[config.mk]
export PLATFORM = sky130hd
export DESIGN_NAME = ssadc_top
export DESIGN_NICKNAME = d
export VERILOG_FILES = /design/src/ssadc_pkg.sv /design/src/ssadc_cnt_if.sv /design/src/ssadc_sync3.sv /design/src/ssadc_capture.sv /design/src/ssadc_top.sv
export SDC_FILE = /design/constraint.sdc
export NUM_CORES = 1
export LEC_CHECK = 0
export BUFFER_PORTS_ARGS = -buffer_cell sky130_fd_sc_hd__buf_4
export CAP_MARGIN = 10
export CORE_ASPECT_RATIO = 0.6
export CORE_MARGIN = 2
export CORE_UTILIZATION = 30
export CTS_CLUSTER_SIZE = 12
export DETAILED_ROUTE_END_ITERATION = 12
export GPL_TIMING_DRIVEN = 0
export PLACE_DENSITY = 0.44
export SLEW_MARGIN = 20
export SYNTH_ARGS = -nofsm -noshare
export SYNTH_HDL_FRONTEND = slang
export SYNTH_SLANG_ARGS = --single-unit
[constraint.sdc]
create_clock -name aclk -period 4.03 [get_ports aclk]
set_input_delay 1.0075 -clock aclk [delete_from_list [all_inputs] [get_ports aclk]]
set_output_delay 1.0075 -clock aclk [all_outputs]
set_load 0.005 [all_outputs]
[src/ssadc_pkg.sv]
package ssadc_pkg;
    localparam int CLK_PERIOD_NS = 20;
    localparam int NCH = 4;
    localparam int CNT_W = 12;
    localparam logic [11:0] CNT_CAP = 12'hfff;
    localparam int SYNC_W = 16;
    localparam int SYNC_WIDTH_DEF_NS = 2000;
    localparam logic [15:0] SYNC_WIDTH_RST =
        16'((SYNC_WIDTH_DEF_NS + CLK_PERIOD_NS - 1) / CLK_PERIOD_NS);
    localparam logic [15:0] SYNC_MIN = 16'h0001;
    localparam int ADDR_W = 6;
    localparam logic [5:0] OFS_MODE = 6'h00;
    localparam logic [5:0] OFS_WIDTH = 6'h04;
    localparam logic [5:0] OFS_TRIM = 6'h08;
    localparam logic [5:0] OFS_CTRL = 6'h0c;
    localparam logic [5:0] OFS_RES_A = 6'h10;
    localparam logic [5:0] OFS_RES_B = 6'h14;
    localparam logic [5:0] OFS_RES_C = 6'h18;
    localparam logic [5:0] OFS_RES_AUX = 6'h1c;
    localparam logic [5:0] OFS_LAST = 6'h20;
    localparam logic [7:0] MODE_RST = 8'h00;
    localparam logic [7:0] MODE_MASK = 8'h83;
    localparam int MODE_RATE_BIT = 7;
    localparam logic [2:0] TRIM_RST = 3'h0;
    localparam int CTRL_RESTART_BIT = 0;
    localparam int CTRL_FAULT_BIT = 1;
    localparam logic [1:0] RESP_OKAY = 2'h0;
    localparam logic [1:0] RESP_SLVERR = 2'h2;
    typedef enum logic [1:0] {
        PH_IDLE = 2'b00,
        PH_SYNC = 2'b01,
        PH_CONV = 2'b10,
        PH_SHUT = 2'b11
    } ssadc_phase_e;
endpackage

[src/ssadc_cnt_if.sv]
`timescale 1ns/1ps
interface ssadc_cnt_if #(parameter int CW = 12);
    logic [CW-1:0] count;
    logic          running;
    logic          win_end;
    modport src (output count, output running, output win_end);
    modport cap (input count, input running, input win_end);
endinterface

[src/ssadc_sync3.sv]
`timescale 1ns/1ps
module ssadc_sync3 #(
    parameter int W = 1,
    parameter logic [W-1:0] RST = '0
) (
    input  wire logic         aclk,    // core clock
    input  wire logic         aresetn, // synchronous reset, low
    input  wire logic [W-1:0] d,       // asynchronous level
    output logic      [W-1:0] q        // settled level
);
    logic [W-1:0] s1_reg;
    logic [W-1:0] s2_reg;
    logic [W-1:0] s3_reg;
    logic [W-1:0] q_reg;

    always_ff @(posedge aclk) begin
        if (!aresetn) begin
            s1_reg <= RST;
            s2_reg <= RST;
            s3_reg <= RST;
        end else begin
            s1_reg <= d;
            s2_reg <= s1_reg;
            s3_reg <= s2_reg;
        end
    end

    // a bit moves only while stages two and three agree
    always_ff @(posedge aclk) begin
        if (!aresetn) begin
            q_reg <= RST;
        end else begin
            q_reg <= ((s2_reg ~^ s3_reg) & s3_reg) | ((s2_reg ^ s3_reg) & q_reg);
        end
    end

    assign q = q_reg;
endmodule // ssadc_sync3

[src/ssadc_capture.sv]
`timescale 1ns/1ps
module ssadc_capture import ssadc_pkg::*; (
    input  wire logic        aclk,    // core clock
    input  wire logic        aresetn, // synchronous reset, low
    input  wire logic        trip,    // settled comparator level
    ssadc_cnt_if.cap         cnt,     // shared counter
    output logic [CNT_W-1:0] result   // captured count
);
    logic [CNT_W-1:0] result_reg;
    logic             done_reg;
    logic             take;

    // first trip of the window only; later chatter ignored
    assign take = cnt.running && trip && !done_reg;

    always_ff @(posedge aclk) begin
        if (!aresetn) begin
            result_reg <= '0;
        end else if (take) begin
            result_reg <= cnt.count;
        end else if (cnt.win_end && !done_reg) begin
            result_reg <= '0;
        end
    end

    always_ff @(posedge aclk) begin
        if (!aresetn) begin
            done_reg <= 1'b0;
        end else if (cnt.win_end) begin
            done_reg <= 1'b0;
        end else if (take) begin
            done_reg <= 1'b1;
        end
    end

    assign result = result_reg;

    AST_CAPTURE: assert property (@(posedge aclk) disable iff (!aresetn)
        take |=> result == $past(cnt.count))
        else $error("trip did not capture the count");
    AST_ZERO: assert property (@(posedge aclk) disable iff (!aresetn)
        cnt.win_end && !done_reg && !trip |=> result == '0)
        else $error("untripped channel not zeroed");
    AST_HOLD: assert property (@(posedge aclk) disable iff (!aresetn)
        done_reg && !cnt.win_end |=> $stable(result))
        else $error("result changed after capture");
endmodule // ssadc_capture

[src/ssadc_top.sv]
// The register offsets and the AXI4-Lite slave port were decided locally.
`timescale 1ns/1ps
module ssadc_top import ssadc_pkg::*; (
    input  wire logic              aclk,               // core clock
    input  wire logic              aresetn,            // synchronous reset, low
    input  wire logic [ADDR_W-1:0] s_axi_awaddr,       // write address
    input  wire logic              s_axi_awvalid,      // write address valid
    output logic                   s_axi_awready,      // write address ready
    input  wire logic [31:0]       s_axi_wdata,        // write data
    input  wire logic [3:0]        s_axi_wstrb,        // byte enables
    input  wire logic              s_axi_wvalid,       // write data valid
    output logic                   s_axi_wready,       // write data ready
    output logic [1:0]             s_axi_bresp,        // write response
    output logic                   s_axi_bvalid,       // write response valid
    input  wire logic              s_axi_bready,       // write response ready
    input  wire logic [ADDR_W-1:0] s_axi_araddr,       // read address
    input  wire logic              s_axi_arvalid,      // read address valid
    output logic                   s_axi_arready,      // read address ready
    output logic [31:0]            s_axi_rdata,        // read data
    output logic [1:0]             s_axi_rresp,        // read response
    output logic                   s_axi_rvalid,       // read data valid
    input  wire logic              s_axi_rready,       // read data ready
    input  wire logic              pwm_period_start,   // PWM cycle start pulse
    input  wire logic              pwm_fault_input_n,  // fault pin, low trips
    input  wire logic [NCH-1:0]    cmp_trip,           // comparators, aux on top
    output logic                   pwm_cycle_sync,     // ramp reset pulse
    output logic [1:0]             aux_select,         // aux selector drive
    output logic [2:0]             ramp_current_trim   // ramp current trim
);
    ssadc_cnt_if #(.CW(CNT_W)) cnt ();
    logic                aw_full_reg;
    logic                w_full_reg;
    logic [ADDR_W-1:0]   aw_addr_reg;
    logic [31:0]         w_data_reg;
    logic [3:0]          w_strb_reg;
    logic                bvalid_reg;
    logic [1:0]          bresp_reg;
    logic                rvalid_reg;
    logic [1:0]          rresp_reg;
    logic [31:0]         rdata_reg;
    logic                wr_fire;
    logic [ADDR_W-1:0]   wa;
    logic [ADDR_W-1:0]   ra;
    logic [31:0]         wmask;
    logic [31:0]         rd_word;
    logic [7:0]          mode_reg;
    logic [SYNC_W-1:0]   width_reg;
    logic [2:0]          trim_reg;
    logic                shut_reg;
    logic                restart;
    logic                fault_s;
    logic [NCH-1:0]      trip_s;
    logic [CNT_W-1:0]    res [NCH];
    ssadc_phase_e        phase_reg;
    ssadc_phase_e        phase_next;
    logic [SYNC_W-1:0]   sync_cnt_reg;
    logic [SYNC_W-1:0]   load_w;
    logic                sync_out_reg;
    logic [CNT_W-1:0]    count_reg;
    logic [CNT_W-1:0]    last_reg;
    logic                half_reg;
    logic                cnt_step;
    logic [SYNC_W-1:0]   hlen_reg;
    logic [SYNC_W-1:0]   hwid_reg;
    function automatic logic ssadc_hit(input logic [ADDR_W-1:0] a);
        ssadc_hit = (a <= OFS_LAST);
    endfunction
    assign s_axi_awready = !aw_full_reg;
    assign s_axi_wready  = !w_full_reg;
    assign s_axi_bvalid  = bvalid_reg;
    assign s_axi_bresp   = bresp_reg;
    assign s_axi_arready = !rvalid_reg;
    assign s_axi_rvalid  = rvalid_reg;
    assign s_axi_rresp   = rresp_reg;
    assign s_axi_rdata   = rdata_reg;
    assign wr_fire = aw_full_reg && w_full_reg && !bvalid_reg;
    assign wa = {aw_addr_reg[ADDR_W-1:2], 2'b00};
    assign ra = {s_axi_araddr[ADDR_W-1:2], 2'b00};
    assign wmask = {{8{w_strb_reg[3]}}, {8{w_strb_reg[2]}}, {8{w_strb_reg[1]}}, {8{w_strb_reg[0]}}};
    always_ff @(posedge aclk) begin
        if (!aresetn) begin
            aw_full_reg <= 1'b0;
            aw_addr_reg <= '0;
        end else if (s_axi_awvalid && !aw_full_reg) begin
            aw_full_reg <= 1'b1;
            aw_addr_reg <= s_axi_awaddr;
        end else if (wr_fire) begin
            aw_full_reg <= 1'b0;
        end
    end

    always_ff @(posedge aclk) begin
        if (!aresetn) begin
            w_full_reg <= 1'b0;
            w_data_reg <= 32'h0000_0000;
            w_strb_reg <= 4'h0;
        end else if (s_axi_wvalid && !w_full_reg) begin
            w_full_reg <= 1'b1;
            w_data_reg <= s_axi_wdata;
            w_strb_reg <= s_axi_wstrb;
        end else if (wr_fire) begin
            w_full_reg <= 1'b0;
        end
    end

    always_ff @(posedge aclk) begin
        if (!aresetn) begin
            bvalid_reg <= 1'b0;
            bresp_reg  <= RESP_OKAY;
        end else if (wr_fire) begin
            bvalid_reg <= 1'b1;
            bresp_reg  <= ssadc_hit(wa) ? RESP_OKAY : RESP_SLVERR;
        end else if (s_axi_bready) begin
            bvalid_reg <= 1'b0;
        end
    end

    always_comb begin
        rd_word = 32'h0000_0000;
        if (ra == OFS_MODE) begin
            rd_word[7:0] = mode_reg;
        end else if (ra == OFS_WIDTH) begin
            rd_word[SYNC_W-1:0] = width_reg;
        end else if (ra == OFS_TRIM) begin
            rd_word[2:0] = trim_reg;
        end else if (ra == OFS_CTRL) begin
            rd_word[CTRL_RESTART_BIT] = shut_reg;
            rd_word[CTRL_FAULT_BIT] = fault_s;
        end else if (ra == OFS_RES_A) begin
            rd_word[CNT_W-1:0] = res[0];
        end else if (ra == OFS_RES_B) begin
            rd_word[CNT_W-1:0] = res[1];
        end else if (ra == OFS_RES_C) begin
            rd_word[CNT_W-1:0] = res[2];
        end else if (ra == OFS_RES_AUX) begin
            rd_word[CNT_W-1:0] = res[3];
        end else if (ra == OFS_LAST) begin
            rd_word[CNT_W-1:0] = last_reg;
        end
    end

    always_ff @(posedge aclk) begin
        if (!aresetn) begin
            rvalid_reg <= 1'b0;
            rresp_reg  <= RESP_OKAY;
            rdata_reg  <= 32'h0000_0000;
        end else if (s_axi_arvalid && !rvalid_reg) begin
            rvalid_reg <= 1'b1;
            rresp_reg  <= ssadc_hit(ra) ? RESP_OKAY : RESP_SLVERR;
            rdata_reg  <= rd_word;
        end else if (s_axi_rready) begin
            rvalid_reg <= 1'b0;
        end
    end

    always_ff @(posedge aclk) begin
        if (!aresetn) begin
            mode_reg <= MODE_RST;
        end else if (wr_fire && wa == OFS_MODE) begin
            mode_reg <= (mode_reg & ~wmask[7:0]) | (w_data_reg[7:0] & wmask[7:0] & MODE_MASK);
        end
    end

    always_ff @(posedge aclk) begin
        if (!aresetn) begin
            width_reg <= SYNC_WIDTH_RST;
        end else if (wr_fire && wa == OFS_WIDTH) begin
            width_reg <= (width_reg & ~wmask[SYNC_W-1:0]) | (w_data_reg[SYNC_W-1:0] & wmask[SYNC_W-1:0]);
        end
    end

    always_ff @(posedge aclk) begin
        if (!aresetn) begin
            trim_reg <= TRIM_RST;
        end else if (wr_fire && wa == OFS_TRIM && w_strb_reg[0]) begin
            trim_reg <= w_data_reg[2:0];
        end
    end

    // fourth comparator sits behind this selector; mains are hard-wired
    assign aux_select = mode_reg[1:0];
    assign ramp_current_trim = trim_reg;
    assign restart = wr_fire && wa == OFS_CTRL && w_strb_reg[0] && w_data_reg[CTRL_RESTART_BIT];
    ssadc_sync3 #(.W(1), .RST(1'b1)) u_fault_sync (
        .aclk    (aclk),
        .aresetn (aresetn),
        .d       (pwm_fault_input_n),
        .q       (fault_s)
    );
    ssadc_sync3 #(.W(NCH), .RST('0)) u_trip_sync (
        .aclk    (aclk),
        .aresetn (aresetn),
        .d       (cmp_trip),
        .q       (trip_s)
    );

    // fault wins over a restart in the same cycle
    always_ff @(posedge aclk) begin
        if (!aresetn) begin
            shut_reg <= 1'b0;
        end else if (!fault_s) begin
            shut_reg <= 1'b1;
        end else if (restart) begin
            shut_reg <= 1'b0;
        end
    end

    assign load_w = (width_reg == '0) ? SYNC_MIN : width_reg;
    // each accepted period start ends a window; in double update mode the
    // PWM gives one per half period, so the window halves with it
    always_comb begin
        phase_next = phase_reg;
        case (phase_reg)
            PH_IDLE: begin
                if (shut_reg) phase_next = PH_SHUT;
                else if (pwm_period_start) phase_next = PH_SYNC;
            end
            PH_SYNC: begin
                if (shut_reg) phase_next = PH_SHUT;
                else if (sync_cnt_reg == SYNC_MIN) phase_next = PH_CONV;
            end
            PH_CONV: begin
                if (shut_reg) phase_next = PH_SHUT;
                else if (pwm_period_start) phase_next = PH_SYNC;
            end
            PH_SHUT: begin
                if (!shut_reg) phase_next = PH_IDLE;
            end
            default: phase_next = PH_IDLE;
        endcase
    end

    always_ff @(posedge aclk) begin
        if (!aresetn) begin
            phase_reg <= PH_IDLE;
        end else begin
            phase_reg <= phase_next;
        end
    end

    always_ff @(posedge aclk) begin
        if (!aresetn) begin
            sync_cnt_reg <= '0;
        end else if (phase_next == PH_SYNC && phase_reg != PH_SYNC) begin
            sync_cnt_reg <= load_w;
        end else if (phase_reg == PH_SYNC) begin
            sync_cnt_reg <= sync_cnt_reg - SYNC_MIN;
        end
    end

    always_ff @(posedge aclk) begin
        if (!aresetn) begin
            sync_out_reg <= 1'b0;
        end else begin
            sync_out_reg <= (phase_next == PH_SYNC);
        end
    end

    assign pwm_cycle_sync = sync_out_reg;
    // slow rate: step on every other edge of the window
    always_ff @(posedge aclk) begin
        if (!aresetn) begin
            half_reg <= 1'b0;
        end else if (phase_next != PH_CONV) begin
            half_reg <= 1'b0;
        end else begin
            half_reg <= !half_reg;
        end
    end

    assign cnt_step = (phase_reg == PH_CONV) && (mode_reg[MODE_RATE_BIT] || half_reg) && count_reg != CNT_CAP;
    always_ff @(posedge aclk) begin
        if (!aresetn) begin
            count_reg <= '0;
        end else if (phase_next != PH_CONV) begin
            count_reg <= '0;
        end else if (cnt_step) begin
            count_reg <= count_reg + 12'h001;
        end
    end
    // highest count reached in the last window, a guide for calibration
    always_ff @(posedge aclk) begin
        if (!aresetn) begin
            last_reg <= '0;
        end else if (cnt.win_end) begin
            last_reg <= count_reg;
        end
    end
    assign cnt.count   = count_reg;
    assign cnt.running = (phase_reg == PH_CONV);
    assign cnt.win_end = (phase_reg == PH_CONV) && (shut_reg || pwm_period_start);
    // one counter and one ramp serve all four channels at once
    genvar gi;
    generate
        for (gi = 0; gi < NCH; gi++) begin : g_ch
            ssadc_capture u_cap (
                .aclk    (aclk),
                .aresetn (aresetn),
                .trip    (trip_s[gi]),
                .cnt     (cnt),
                .result  (res[gi])
            );
        end
    endgenerate
    always_ff @(posedge aclk) begin
        if (!aresetn) begin
            hlen_reg <= '0;
            hwid_reg <= '0;
        end else if (phase_next == PH_SYNC && phase_reg != PH_SYNC) begin
            hlen_reg <= '0;
            hwid_reg <= load_w;
        end else if (sync_out_reg) begin
            hlen_reg <= hlen_reg + SYNC_MIN;
        end
    end

    AST_AUX_SEL: assert property (@(posedge aclk) disable iff (!aresetn)
        wr_fire && wa == OFS_MODE && w_strb_reg[0] |=> aux_select == $past(w_data_reg[1:0]))
        else $error("aux select does not follow mode write");
    AST_TRIM: assert property (@(posedge aclk) disable iff (!aresetn)
        wr_fire && wa == OFS_TRIM && w_strb_reg[0] |=> ramp_current_trim == $past(w_data_reg[2:0]))
        else $error("trim does not follow write");
    AST_SYNC_WIDTH: assert property (@(posedge aclk) disable iff (!aresetn)
        $fell(pwm_cycle_sync) && phase_reg == PH_CONV |-> hlen_reg == hwid_reg && count_reg == '0)
        else $error("sync pulse width wrong");
    AST_SYNC_ZERO: assert property (@(posedge aclk) disable iff (!aresetn)
        pwm_cycle_sync |-> count_reg == '0 && !cnt.running)
        else $error("counter not held at zero during sync");
    AST_RATE_HALF: assert property (@(posedge aclk) disable iff (!aresetn)
        cnt_step && !mode_reg[MODE_RATE_BIT] ##1 !mode_reg[MODE_RATE_BIT] |-> !cnt_step)
        else $error("half rate counter stepped twice in a row");
    AST_RATE_FULL: assert property (@(posedge aclk) disable iff (!aresetn)
        cnt.running && mode_reg[MODE_RATE_BIT] && count_reg != CNT_CAP && phase_next == PH_CONV
        |=> count_reg == $past(count_reg) + 12'h001)
        else $error("full rate counter missed a step");
    AST_CAP: assert property (@(posedge aclk) disable iff (!aresetn)
        count_reg == CNT_CAP && phase_next == PH_CONV |=> count_reg == CNT_CAP)
        else $error("counter passed its cap");
    AST_SHUT: assert property (@(posedge aclk) disable iff (!aresetn)
        shut_reg |=> !pwm_cycle_sync && !cnt.running)
        else $error("sync or conversion during shutdown");
    AST_FAULT: assert property (@(posedge aclk) disable iff (!aresetn)
        !fault_s |=> shut_reg [*2])
        else $error("fault did not hold shutdown");

    COV_WINDOW: cover property (@(posedge aclk) disable iff (!aresetn)
        $fell(pwm_cycle_sync) ##[1:1000] cnt.win_end);
    COV_CAPPED: cover property (@(posedge aclk) disable iff (!aresetn)
        count_reg == CNT_CAP);
    COV_SHUT: cover property (@(posedge aclk) disable iff (!aresetn)
        cnt.running ##1 shut_reg ##[1:50] !shut_reg);
endmodule // ssadc_top

==> flow_summary_export.csv <==
group,metric,value,unit
routing,wl_per_cell,19.5,microns
sta,hold_viol,0,
yosys,synthTopCellsByArea,"dfxtp_1 46%, nor2_1 6.2%, a21oi_1 5.8%",
clock_network,cts_root_buf,"clkbuf_16",
sta,period_minus_slack,2.93,ns
pwr,ir_drop,255,uV
yosys,synth_commonest_cells,"188 x dfxtp_1, 134 x nor2_1, 104 x nand2_1",
sta,setup_viol,0,
placed_design,portBuffers,66,
yosys,yosysMostFrequentCell,"dfxtp_1",
global_routing,antenna_found_initial,0,
global_routing,grt_start_max_net_pins,17,
pwr,switching_share,0.250,
sta,rsz0062_at_grt,"false",
yosys,avgSynthCellArea,8.43,sq um
floorplanning,die_w,216,microns
placed_design,dp_slack,0.680,ns
floorplanning,die_y,131,microns
routing,route.detailed.drc,0,
pwr,p_total,4.27,mW
sta,drv_slew,0,
final_layout,fillers,2822,
clock_network,cts_buffer_depth,2,
yosys,ys_ff_latch,188,
final_layout,insertedDiodeCount,0,
pwr,powerDensity,437,nW/um^2
routing,wirelength,27.9,mm
global_routing,grt_pass1_wl,42.3,mm
yosys,netlist_area,8100,sq um
final_layout,num-nets-final,1132,
critical_path,crit_required,4.33,ns
routing,ant_nets,0,
routing,wl_met1,15.9,mm
critical_path,r2r_slack,1.54,ns
placed_design,gp_congestion,0.853,
critical_path,crit_path_end_kind,"flop",
placed_design,dp_hpwl,21.3,mm
critical_path,critPathTopFamily,"buffers and inverters",
clock_network,htree_levels,4,
final_layout,drive_above_1_share,0.129,
routing,wl_met2,9.93,mm
pwr,power.share.sequential,0.457,
sta,fin_setup_tns,0,ns
critical_path,critPathKind,"in2reg",
sta,skew,0.00891,ns
clock_network,cts_resized,0,
sta,slew_headroom,0.380,
final_layout,multi_input_area,3900,sq um
clock_network,clk_pin_slew,0.07,ns
hold_path,hold_class,"reg2reg",
routing,vias,7320,
critical_path,start_kind,"primary input",
status,status,"complete, no violations",
sta,setup_slack,1.10,ns
clock_network,cts_tree,"built",
pwr,p_int,3.20,mW
floorplanning,pin_count,108,
yosys,synth_ff_type,"dfxtp_1",
pwr,leakage,3.73,nW
sta,min_period_over_period,0.728,
yosys,synthCells,961,
clock_network,cts_hold_buffers,0,
routing,dr.pass1.iters,5,
critical_path,crit_slowest_cell,"clkbuf_1",
final_layout,area_growth_syn_to_layout,20.4,%
final_layout,regArea,3760,sq um
clock_network,clock-sinks,188,
placed_design,placed_cells_incl_taps,1404,
global_routing,first_global_vias,6587,
global_routing,grt_remaining_overflow,0,
clock_network,cts_inserted_buffers,17,
clock_network,clk-insertion-delay-late,0.45,ns
sta,tightest_slew,0.930,ns
floorplanning,initial_core_util,0.306,
yosys,synth_top_area_frac,0.464,
final_layout,design_area,9760,sq um
floorplanning,die_area,28400,sq um
floorplanning,rows,46,
routing,vias_per_cell,5.10,
pwr,p_switching,1.07,mW
pwr,p_comb_frac,0.104,
critical_path,crit_top_cell,"clkbuf_1",
pwr,clkPwrFrac,0.440,
placed_design,place_area,9110,sq um
routing,top_layer_used,"met4",
sta,fmax,341,MHz
routing,dr_wl_met3,1.85,mm
critical_path,crit_fanout,10,
yosys,synth_cell_types,70,
global_routing,grt.total_usage,0.198,
routing,drt-initial-drc-count,716,
yosys,synth_area_leader_cell,"dfxtp_1",
floorplanning,coreArea,26500,sq um
critical_path,slowest_delay,0.59,ns
critical_path,crit_buf_inv,4,
critical_path,crit_chain,"buf_4 -> clkbuf_1 -> buf_1 -> clkbuf_1 -> o21ai_0 -> o311ai_0 -> o211ai_1",
clock_network,postCtsSetupBuffers,0,
job,maxCapViolations,0,
yosys,synthArstFlopShare,0,
critical_path,arrival,3.24,ns
final_layout,fin_cells,1435,
yosys,yosysWarnings,0,
yosys,synth_edf_count,0,
yosys,ys_seq_area_frac,0.464,
==> routing by layer <==
layer	track usage	up-vias
met5	0	-
met3	0.0414	17
li1	-	3581
met2	0.244	218
met4	0.0411	0
met1	0.334	3504
==> layout by cell type, fill, tap and decap left out, types with 6 or more instances in the layout <==
| master | netlist | layout |
|---|---|---|
| nand3_1 | 33 | 33 |
| xor2_1 | 7 | 7 |
| clkbuf_1 | 60 | 61 |
| nor2_1 | 134 | 134 |
| conb_1 | 1 | 18 |
| nand2_1 | 104 | 104 |
| nor4_1 | 11 | 11 |
| dfxtp_1 | 188 | 188 |
| nand2b_1 | 11 | 11 |
| buf_2 | 7 | 7 |
| mux2i_1 | 31 | 31 |
| inv_1 | 14 | 14 |
| nor2b_1 | 9 | 9 |
| a21oi_1 | 94 | 94 |
| ha_1 | 8 | 8 |
| and2_1 | 13 | 13 |
| a22oi_1 | 54 | 54 |
| buf_4 | 20 | 86 |
| o21ai_0 | 21 | 21 |
| clkbuf_16 | 0 | 17 |
| or4_1 | 9 | 9 |
| nor3_1 | 14 | 14 |
| a221oi_1 | 6 | 6 |
| and3_1 | 10 | 10 |
==> kinds of logic (layout without fill, tap and decap cells) <==
| family | count (synthesis) | in the layout | synth area share |
|---|---|---|---|
| AOI/OAI and AO/OA | 241 | 241 | 0.195 |
| xor gates and xnor gates | 9 | 9 | 0.00973 |
| adders and majority gates | 8 | 8 | 0.0124 |
| buffers and inverters | 109 | 206 | 0.0627 |
| DFF | 188 | 188 | 0.464 |
| muxes | 32 | 32 | 0.0397 |
| other | 1 | 18 | 0.000463 |
| and+or+nand+nor | 373 | 373 | 0.215 |
==> power by group through the flow <==
stage	Combinational, mW	Sequential [mW]	Clock, mW
2_1_floorplan	0.275	1.98	0
3_3_place_gp	0.433	1.99	0
3_5_place_dp	0.432	1.99	0
4_1_cts	0.434	1.95	1.92
5_1_grt	0.485	1.96	1.99
6_report	0.442	1.95	1.88
==> per-stage QoR <==
stage / hold WS [ns] / utilization
after floorplan: 0.386 / -
after global routing: 0.422 / 0.369
after detailed placement: 0.395 / 0.344
final: 0.408 / 0.369
after CTS: 0.411 / 0.369
after global placement: 0.391 / 0.344
==> worst register-to-register path, stage by stage (launching register included) <==
cell and delay (ns):
dfxtp_1 0.37, nor2b_1 0.18, clkbuf_1 0.42, o21ai_1 0.44, a21o_1 0.31, clkbuf_1 0.32, a22oi_1 0.25, nor2_1 0.07
==> area by class of cell <==
class / instances / share of cell area
clock inverters: 11 / 0.0195
plain buffers: 94 / 0.0463
inverters: 15 / 0.00577
multi-input cells: 681 / 0.399
clock buffers: 20 / 0.0468
flip-flops and latches: 188 / 0.386
well taps: 360 / 0.0461
repair buffers: 66 / 0.0508
==> worst paths after layout <==
kind                                  startpoint                              endpoint  cells past startpoint
setup / recovery                 s_axi_araddr[2]           s_axi_rdata[9]$_SDFFE_PN0P_                      7
hold / removal    u_fault_sync.s1_reg$_SDFF_PN1_        u_fault_sync.s2_reg$_SDFF_PN1_                      1
setup reg to reg         phase_reg[1]$_SDFF_PN0_  g_ch[1].u_cap.result[3]$_SDFFE_PN0P_                      7
hold reg to reg   u_fault_sync.s1_reg$_SDFF_PN1_        u_fault_sync.s2_reg$_SDFF_PN1_                      1
Power figures use the tool's default switching activity.
